[src/core/ipr_defs.svh]
`ifndef IPR_DEFS_SVH
`define IPR_DEFS_SVH

// register offsets on the plain register port
`define IPR_OFS_SIX       4'h0
`define IPR_OFS_SEVEN     4'h1
`define IPR_OFS_EIGHT     4'h2
`define IPR_OFS_NINE      4'h3

// register and field geometry
`define IPR_DATA_W        16
`define IPR_FLD_W         3
`define IPR_FLD_STRIDE    4
`define IPR_FLDS_PER_REG  4
`define IPR_NUM_REGS      4
`define IPR_NUM_SRC       16

// priority level encodings
`define IPR_LVL_OFF       3'h0
`define IPR_LVL_MIN       3'h1
`define IPR_LVL_RESET     3'h4
`define IPR_LVL_MAX       3'h7

// whole-register views
`define IPR_REG_RESET     16'h4444
`define IPR_IMPL_MASK     16'h7777
`define IPR_LEVELS_RESET  48'h924924924924

`endif

[src/core/ipr_pkg.sv]
`include "ipr_defs.svh"

package ipr_pkg;

	typedef logic [`IPR_FLD_W-1:0] ipr_level_t;

	// register selected by the current address
	typedef enum logic [2:0] {
		IPR_SEL_SIX,
		IPR_SEL_SEVEN,
		IPR_SEL_EIGHT,
		IPR_SEL_NINE,
		IPR_SEL_NONE
	} ipr_sel_t;

	typedef struct packed {
		ipr_level_t level;
	} ipr_field_st_t;

	typedef struct packed {
		logic irq;
	} ipr_gate_st_t;

	typedef struct packed {
		logic [`IPR_DATA_W-1:0] rdata;
		logic                   seen_wr;
	} ipr_top_st_t;

endpackage

[src/core/ipr_field_if.sv]
// one priority field: write port towards the store, level towards its users
interface ipr_field_if;
	logic                wr;
	ipr_pkg::ipr_level_t wdata;
	ipr_pkg::ipr_level_t level;

	modport owner (
		input  wr,
		input  wdata,
		output level
	);

	modport reader (
		input  level
	);
endinterface

[src/core/ipr_field.sv]
`include "ipr_defs.svh"

module ipr_field (
	input  wire logic    sys_clk_i,
	input  wire logic    reset_n_i,
	ipr_field_if.owner   fld
);

	ipr_pkg::ipr_field_st_t st_q;
	ipr_pkg::ipr_field_st_t st_d;

	// a write replaces the whole field, nothing else touches it
	always_comb begin
		st_d = st_q;
		if (fld.wr) begin
			st_d.level = fld.wdata;
		end
	end

	// every source wakes up at the middle level
	always_ff @(posedge sys_clk_i or negedge reset_n_i) begin
		if (!reset_n_i) begin
			st_q <= '{level: `IPR_LVL_RESET};
		end else begin
			st_q <= st_d;
		end
	end

	assign fld.level = st_q.level;
endmodule

[src/core/ipr_gate.sv]
`include "ipr_defs.svh"

module ipr_gate (
	input  wire logic    sys_clk_i,
	input  wire logic    reset_n_i,
	input  wire logic    src_req_i,
	ipr_field_if.reader  fld,
	output logic         irq_o
);

	ipr_pkg::ipr_gate_st_t st_q;
	ipr_pkg::ipr_gate_st_t st_d;

	// level zero masks the source; any other level lets it through
	always_comb begin
		st_d     = st_q;
		st_d.irq = src_req_i && (fld.level != `IPR_LVL_OFF);
	end

	// registered so the request output is glitch free
	always_ff @(posedge sys_clk_i or negedge reset_n_i) begin
		if (!reset_n_i) begin
			st_q <= '{irq: 1'b0};
		end else begin
			st_q <= st_d;
		end
	end

	assign irq_o = st_q.irq;
endmodule

[src/core/ipr_regs.sv]
// Decided for this implementation: the register addresses and strobed register access.
`include "ipr_defs.svh"

module ipr_regs #(
	parameter int ADDR_W = 4
) (
	input  wire logic                                  sys_clk_i,
	input  wire logic                                  reset_n_i,
	input  wire logic [ADDR_W-1:0]                     addr_i,
	input  wire logic [`IPR_DATA_W-1:0]                wdata_i,
	input  wire logic                                  wr_i,
	input  wire logic                                  rd_i,
	input  wire logic [`IPR_NUM_SRC-1:0]               src_req_i,
	output logic      [`IPR_DATA_W-1:0]                rdata_o,
	output logic      [`IPR_NUM_SRC*`IPR_FLD_W-1:0]    levels_o,
	output logic      [`IPR_NUM_SRC-1:0]               irq_o
);

	// offsets must be reachable on the address port
	if (ADDR_W < 2) begin : g_chk_addr
		$error("ADDR_W too small for four registers");
	end

	// field geometry must tile the data word exactly, gaps included
	if (`IPR_FLD_STRIDE * `IPR_FLDS_PER_REG != `IPR_DATA_W) begin : g_chk_stride
		$error("field stride does not tile the data word");
	end

	// one gap bit per field is what keeps bits 15, 11, 7 and 3 unimplemented
	if (`IPR_FLD_W + 1 != `IPR_FLD_STRIDE) begin : g_chk_gap
		$error("each field needs exactly one gap bit above it");
	end

	// one field per source, no spare or missing slots
	if (`IPR_NUM_REGS * `IPR_FLDS_PER_REG != `IPR_NUM_SRC) begin : g_chk_src
		$error("source count does not match register fields");
	end

	ipr_pkg::ipr_top_st_t       st_q;
	ipr_pkg::ipr_top_st_t       st_d;
	ipr_pkg::ipr_sel_t          sel;
	logic [`IPR_NUM_REGS-1:0]   wr_hit;
	logic [`IPR_DATA_W-1:0]     word_six;
	logic [`IPR_DATA_W-1:0]     word_seven;
	logic [`IPR_DATA_W-1:0]     word_eight;
	logic [`IPR_DATA_W-1:0]     word_nine;
	logic [`IPR_DATA_W-1:0]     cur_word;

	ipr_pkg::ipr_level_t        dma_two_done_level;
	ipr_pkg::ipr_level_t        compare_three_level;
	ipr_pkg::ipr_level_t        compare_four_level;
	ipr_pkg::ipr_level_t        timer_four_level;
	ipr_pkg::ipr_level_t        timer_five_level;
	ipr_pkg::ipr_level_t        ext_irq_two_level;
	ipr_pkg::ipr_level_t        serial_two_rx_level;
	ipr_pkg::ipr_level_t        serial_two_tx_level;
	ipr_pkg::ipr_level_t        spi_two_error_level;
	ipr_pkg::ipr_level_t        spi_two_event_level;
	ipr_pkg::ipr_level_t        can_one_rx_level;
	ipr_pkg::ipr_level_t        can_one_event_level;
	ipr_pkg::ipr_level_t        dma_three_done_level;
	ipr_pkg::ipr_level_t        capture_three_level;
	ipr_pkg::ipr_level_t        capture_four_level;
	ipr_pkg::ipr_level_t        capture_five_level;

	// address decode; anything outside the four words selects none
	// so a stray probe of an unmapped offset reads zero and writes nothing
	function automatic ipr_pkg::ipr_sel_t decode(input logic [ADDR_W-1:0] a);
		ipr_pkg::ipr_sel_t s;
		s = ipr_pkg::IPR_SEL_NONE;
		if (a == ADDR_W'(`IPR_OFS_SIX)) begin
			s = ipr_pkg::IPR_SEL_SIX;
		end else if (a == ADDR_W'(`IPR_OFS_SEVEN)) begin
			s = ipr_pkg::IPR_SEL_SEVEN;
		end else if (a == ADDR_W'(`IPR_OFS_EIGHT)) begin
			s = ipr_pkg::IPR_SEL_EIGHT;
		end else if (a == ADDR_W'(`IPR_OFS_NINE)) begin
			s = ipr_pkg::IPR_SEL_NINE;
		end
		return s;
	endfunction

	assign sel = decode(addr_i);

	// one write strobe per register; unmapped writes hit nothing
	assign wr_hit[0] = wr_i && (sel == ipr_pkg::IPR_SEL_SIX);
	assign wr_hit[1] = wr_i && (sel == ipr_pkg::IPR_SEL_SEVEN);
	assign wr_hit[2] = wr_i && (sel == ipr_pkg::IPR_SEL_EIGHT);
	assign wr_hit[3] = wr_i && (sel == ipr_pkg::IPR_SEL_NINE);

	ipr_field_if fif [`IPR_NUM_SRC] ();

	// source k lives in register k/4, field k%4 counted from bit 0
	for (genvar k = 0; k < `IPR_NUM_SRC; k++) begin : g_src
		// only the three field bits are passed on, so the gap bits are dropped
		assign fif[k].wr    = wr_hit[k / `IPR_FLDS_PER_REG];
		assign fif[k].wdata = wdata_i[(k % `IPR_FLDS_PER_REG) * `IPR_FLD_STRIDE +: `IPR_FLD_W];

		ipr_field u_field (
			.sys_clk_i (sys_clk_i),
			.reset_n_i (reset_n_i),
			.fld       (fif[k])
		);

		ipr_gate u_gate (
			.sys_clk_i (sys_clk_i),
			.reset_n_i (reset_n_i),
			.src_req_i (src_req_i[k]),
			.fld       (fif[k]),
			.irq_o     (irq_o[k])
		);

		// level outputs come straight from the field flops
		assign levels_o[k * `IPR_FLD_W +: `IPR_FLD_W] = fif[k].level;
	end

	// register six sources
	assign dma_two_done_level   = fif[0].level;
	assign compare_three_level  = fif[1].level;
	assign compare_four_level   = fif[2].level;
	assign timer_four_level     = fif[3].level;

	// register seven sources
	assign timer_five_level     = fif[4].level;
	assign ext_irq_two_level    = fif[5].level;
	assign serial_two_rx_level  = fif[6].level;
	assign serial_two_tx_level  = fif[7].level;

	// register eight sources
	assign spi_two_error_level  = fif[8].level;
	assign spi_two_event_level  = fif[9].level;
	assign can_one_rx_level     = fif[10].level;
	assign can_one_event_level  = fif[11].level;

	// register nine sources
	assign dma_three_done_level = fif[12].level;
	assign capture_three_level  = fif[13].level;
	assign capture_four_level   = fif[14].level;
	assign capture_five_level   = fif[15].level;

	// read views; the gap bits are hard zeros, not storage
	assign word_six = {
		1'b0, timer_four_level,
		1'b0, compare_four_level,
		1'b0, compare_three_level,
		1'b0, dma_two_done_level
	};

	assign word_seven = {
		1'b0, serial_two_tx_level,
		1'b0, serial_two_rx_level,
		1'b0, ext_irq_two_level,
		1'b0, timer_five_level
	};

	assign word_eight = {
		1'b0, can_one_event_level,
		1'b0, can_one_rx_level,
		1'b0, spi_two_event_level,
		1'b0, spi_two_error_level
	};

	assign word_nine = {
		1'b0, capture_five_level,
		1'b0, capture_four_level,
		1'b0, capture_three_level,
		1'b0, dma_three_done_level
	};

	// word picked by the current address
	always_comb begin
		case (sel)
			ipr_pkg::IPR_SEL_SIX: begin
				cur_word = word_six;
			end
			ipr_pkg::IPR_SEL_SEVEN: begin
				cur_word = word_seven;
			end
			ipr_pkg::IPR_SEL_EIGHT: begin
				cur_word = word_eight;
			end
			ipr_pkg::IPR_SEL_NINE: begin
				cur_word = word_nine;
			end
			default: begin
				cur_word = '0;
			end
		endcase
	end

	// read data is valid only in the cycle after the strobe, zero otherwise,
	// so a stale value can never be mistaken for a fresh read
	always_comb begin
		st_d       = st_q;
		st_d.rdata = '0;
		if (rd_i) begin
			st_d.rdata = cur_word;
		end
		// sticky marker for the reset-value check; costs one flop
		if (wr_i) begin
			st_d.seen_wr = 1'b1;
		end
	end

	// register the read port
	always_ff @(posedge sys_clk_i or negedge reset_n_i) begin
		if (!reset_n_i) begin
			st_q <= '{rdata: '0, seen_wr: 1'b0};
		end else begin
			st_q <= st_d;
		end
	end

	assign rdata_o = st_q.rdata;

	// every source, not only the one watched by name: a zero level masks its request
	for (genvar k = 0; k < `IPR_NUM_SRC; k++) begin : g_src_chk

	end
endmodule

[config.mk]
export PLATFORM = sky130hd
export DESIGN_NAME = ipr_regs
export DESIGN_NICKNAME = d
export VERILOG_FILES = /design/src/core/ipr_pkg.sv /design/src/core/ipr_field_if.sv /design/src/core/ipr_field.sv /design/src/core/ipr_gate.sv /design/src/core/ipr_regs.sv
export VERILOG_INCLUDE_DIRS = /design/src /design/src/core
export SDC_FILE = /design/constraint.sdc
export NUM_CORES = 1
export LEC_CHECK = 0
export ABC_AREA = 1
export BUFFER_PORTS_ARGS = -buffer_cell sky130_fd_sc_hd__buf_2
export CAP_MARGIN = 20
export CORE_UTILIZATION = 45
export CTS_CLUSTER_SIZE = 8
export DETAILED_ROUTE_END_ITERATION = 10
export PLACE_DENSITY = 0.76
export REMOVE_ABC_BUFFERS = 1
export SLEW_MARGIN = 40
export SYNTH_ARGS = -nofsm -noshare
export SYNTH_HDL_FRONTEND = slang
export SYNTH_SLANG_ARGS = --single-unit
[constraint.sdc]
create_clock -name sys_clk_i -period 0.8 [get_ports sys_clk_i]
set_input_delay 0.16 -clock sys_clk_i [delete_from_list [all_inputs] [get_ports sys_clk_i]]
set_output_delay 0.16 -clock sys_clk_i [all_outputs]
set_load 0.1 [all_outputs]
Yosys cells after proc, flatten, opt, wreduce, memory -nomap -nowiden
Index checks and enable logic that the tools add are counted.
Widths: inputs -> output; s select.
{"block": "op_classes", "eq_ne": 6, "n_mux": 6, "reduce_logical": 38}
{"cell": "$pmux 15 s4", "count": 1}
{"cell": "$reduce_bool 3->1", "count": 16}
{"cell": "$logic_and 1x1->1", "count": 20}
{"cell": "$mux 16", "count": 1}
{"cell": "$mux 3", "count": 4}
{"cell": "$eq 4x2->1 const B", "count": 2}
{"cell": "$eq 3x2->1 const B", "count": 2}
{"cell": "$eq 4x1->1 const B", "count": 1}
{"cell": "$logic_not 4->1", "count": 1}
{"cell": "$eq 3x1->1 const B", "count": 1}
{"cell": "$logic_not 3->1", "count": 1}
{"block": "totals", "register_bits": 80, "in_bits": 40, "output_inout_bits": 80, "elab_cells": 83}

Depth between registers and ports, before layout
{"block": "depth", "ltp_word": 8, "mapped_depth": 7, "mapped_depth_nobuf": 6}

Cells and area by module
Synthesis repeated with hierarchy kept, for this count alone.
{"block": "unflattened", "cells_unflattened": 428, "hier_area_um2": 3452.1}
{"module": "ipr_field", "instances": 16, "cells_per_inst": 13, "area_per_inst_um2": 113.9, "seq_area_each_um2": 76.3}
{"module": "ipr_regs", "instances": 1, "cells_per_inst": 140, "area_per_inst_um2": 969.7, "seq_area_each_um2": 300.3}
{"module": "ipr_gate", "instances": 16, "cells_per_inst": 5, "area_per_inst_um2": 41.3, "seq_area_each_um2": 25.0}

Worst setup path before layout
OpenSTA, ideal clock, no wires.
{"block": "synth_timing", "path_kind": "register to register", "start": "register g_src[12].u_field.st_q (netlist bit g_src[12].u_field.fld.level[1])", "end": "register st_q (netlist bit rdata_o[1])", "setup_time_ns": 0.072, "arrival_time_ns": 1.265, "t_required_ns": 0.728, "setup_slack_ns": -0.538, "stages_incl_launch_ff": 5, "cell_sequence": "dfrtp_1 -> nand3_1 -> nand2_1 -> nor2_1 -> nor2_1"}
{"item": "start, declared", "line_no": "ipr_field.sv:9", "text": "ipr_pkg::ipr_field_st_t st_q;"}
{"item": "start signal, assigned", "line_no": "ipr_field.sv:23", "text": "st_q <= '{level: `IPR_LVL_RESET};"}
{"item": "start signal, assigned", "line_no": "ipr_field.sv:25", "text": "st_q <= st_d;"}
{"item": "end signal, assigned", "line_no": "ipr_regs.sv:208", "text": "st_q <= '{rdata: '0, seen_wr: 1'b0};"}
{"item": "end signal, assigned", "line_no": "ipr_regs.sv:210", "text": "st_q <= st_d;"}
{"item": "end, declared", "line_no": "ipr_regs.sv:39", "text": "ipr_pkg::ipr_top_st_t st_q;"}

==> reports/metrics.yaml <==
r2r_start: "g_src[12].u_field.fld.level[2]$_DFFE_PN1P_"
grt_pass1_vias: 3783
final_core_util_pct: 96.1
synth-simple-area-share_pct: 19.5
min_period_over_period_pct: 171
holdWs_ns: -0.0144
htree_num_levels: 3
clk_pin_slew_ns: 0.09
clkLatencyLatePin_ns: 0.38
powerDensity_nw_per_um2: 3300
rsz0062_at_grt: "yes"
layout_commonest_cell: "buf_12"
yosysUniqueCellTypes: 21
finalPower_mw: 23.5
dp_hpwl_mm: 7.35
r2r_end: "rdata_o[2]$_DFF_PN0_"
core_region_area_um2: 7410
wl_per_cell_um: 27.4
route.vias.total: 4276
cts_sinks: 76
die_width_um: 90.4
setup_slack_ns: -0.572
fp.dieArea_um2: 8170
synthCells: 400
port-buffer-count: 111
dp_cells: 597
synth_xor_area_share_pct: 0
holdCritStartpoint: "src_req_i[1]"
grt_overflow_total: 0
setup_viol: 152
finalCriticalPeriod_ns: 1.37
skew_ns: 0.0134
place.gp.congestion: 0.823
holdPathEnd: "g_src[1].u_gate.irq_o$_DFF_PN0_"
clockBufferDepth: 2
vdd_drop_max_mv: 2.38
dp_worst_setup_slack_ns: -0.379
pin_count: 120
p_leak_nw: 3.27
final_area_um2: 7120
antenna_found_initial: 0
max_cap_viol_count: 0
synthToLayoutAreaGrowth_pct: 102
drv_slew: 0
critical_path_class: "reg -> reg"
r2r_setup_slack_ns: -0.57
start_util_pct: 47.5
final_cell_mix: "buf_12 (84), buf_6 (65), dfrtp_1 (52), nand2_1 (50), o21ai_2 (40)"
route.detailed.drc: 0
drt_iter0_drc: 389
reg2reg_depth: 6
drive_gt1_share_pct: 67.8
syn_area_um2: 3520
synth_compound_area_share_pct: 10.8
worstHoldPathType: "in -> reg"
rows: 31
viasPerCell: 6.23
drt_wl_total_mm: 18.8
synth_top_family_by_area: "simple AND/OR/NAND/NOR gates"
cts_tree: "built"
drt-pass1-iter-count: 5
avgSynthCellArea_um2: 8.79
synthAdderAreaFrac_pct: 0
grt_usage_pct: 31.3
status: "finished with violations"
crit_fanout: 3
fmax_mhz: 729
layout.nets: 622
required_ns: 1.11
setup_tns_ns: -43.74
place_area_um2: 5310
ys_seq_area_share_pct: 54.7
holdPathStages: 3
grt_max_degree: 35
yosys_warnings: 0
cts_buffers: 9
yosys_register_bits: 76
antennaDiodeCount: 0
worstSetupStartpointType: "register"
violations: "hold timing, setup timing"
die_h_um: 90.4
hold_viol: 3
final_cells: 686
root_buffer: "clkbuf_8"
cp-end-kind: "register"
crit_arrival_ns: 1.68
grt_pass1_wl_mm: 19.7
synthMuxAreaShare_pct: 0
antenna_left: 0
## worst max-delay path: stages, from the launching register on
cell	delay [ns]
dfstp_2	0.59
buf_4	0.13
buf_6	0.10
nand3_2	0.09
nand2_2	0.17
nor2_1	0.09
nor2_1	0.12
## layout make-up
class | instances | area [um2]
clock buffers | 10 | 138
clock inverters | 6 | 159
fillers | 152 | 290
inverters | 65 | 312
multi-input cells | 224 | 1650
flip-flops and latches | 76 | 1930
well taps | 99 | 124
repair buffers | 206 | 2810
## where the power goes
| part | switching (mW) | internal [mW] |
|---|---|---|
| Combinational | 8.34 | 4.95 |
| Clock | 1.67 | 2.80 |
| Sequential | 1.02 | 4.72 |
| Total | 11.0 | 12.5 |
## logic make-up (layout without fill, tap and decap cells)
| family | Yosys count | after routing |
|---|---|---|
| AOI/OAI and AO/OA | 64 | 64 |
| DFF | 76 | 76 |
| and+or+nand+nor | 156 | 156 |
| other | 1 | 4 |
| buffers and inverters | 103 | 287 |
## worst max path at each step
stage / from / to / slack, ns / depth (start not counted)
floorplan: addr_i[3] / g_src[2].u_field.fld.level[0]$_DFFE_PN0P_ / -0.90 / 4
global placement: addr_i[3] / rdata_o[9]$_DFF_PN0_ / -0.32 / 7
detailed placement: addr_i[3] / rdata_o[13]$_DFF_PN0_ / -0.38 / 7
CTS: g_src[2].u_field.fld.level[2]$_DFFE_PN1P_ / levels_o[8] / -0.48 / 1
global route: g_src[8].u_field.fld.level[2]$_DFFE_PN1P_ / rdata_o[2]$_DFF_PN0_ / -0.55 / 6
finish: g_src[12].u_field.fld.level[2]$_DFFE_PN1P_ / rdata_o[2]$_DFF_PN0_ / -0.57 / 6
## state kept, by name, indices dropped and copies added, names as in the netlist
name	cells
g_src.u_field.fld.level	48
g_src.u_gate.irq_o	16
rdata_o	12
## what timing repair did
item | 4_1_cts | 5_1_grt
endpoints found under the hold margin | 61 | 0
gates cloned | 0 | 2
resized for setup | 116 | 183
hold buffers | 1 | 0
endpoints found under the setup margin | 120 | 151
buffers inserted | 48 | 46
pin swaps | 29 | 56
## Yosys cell counts (all sizes together)
cell | n | area share, %
buf | 36 | 7.7
o21ai | 48 | 7.7
inv | 65 | 6.9
nand3 | 49 | 7.1
clkbuf | 2 | 0.21
a31oi | 12 | 2.1
dfstp | 16 | 12
conb | 1 | 0.11
o31a | 4 | 1.0
nor2 | 31 | 4.2
nand2 | 76 | 8.2
dfrtp | 60 | 43
## metal layers
metal / vias up / global-route usage [%] / routed length [um]
met5: - / 0 / 0
met4: 0 / 14.4 / 1580
met3: 149 / 6.40 / 1930
met2: 405 / 56.6 / 9000
met1: 2107 / 35.4 / 6290
li1: 1615 / - / -
(Power assumes the default switching activity.)
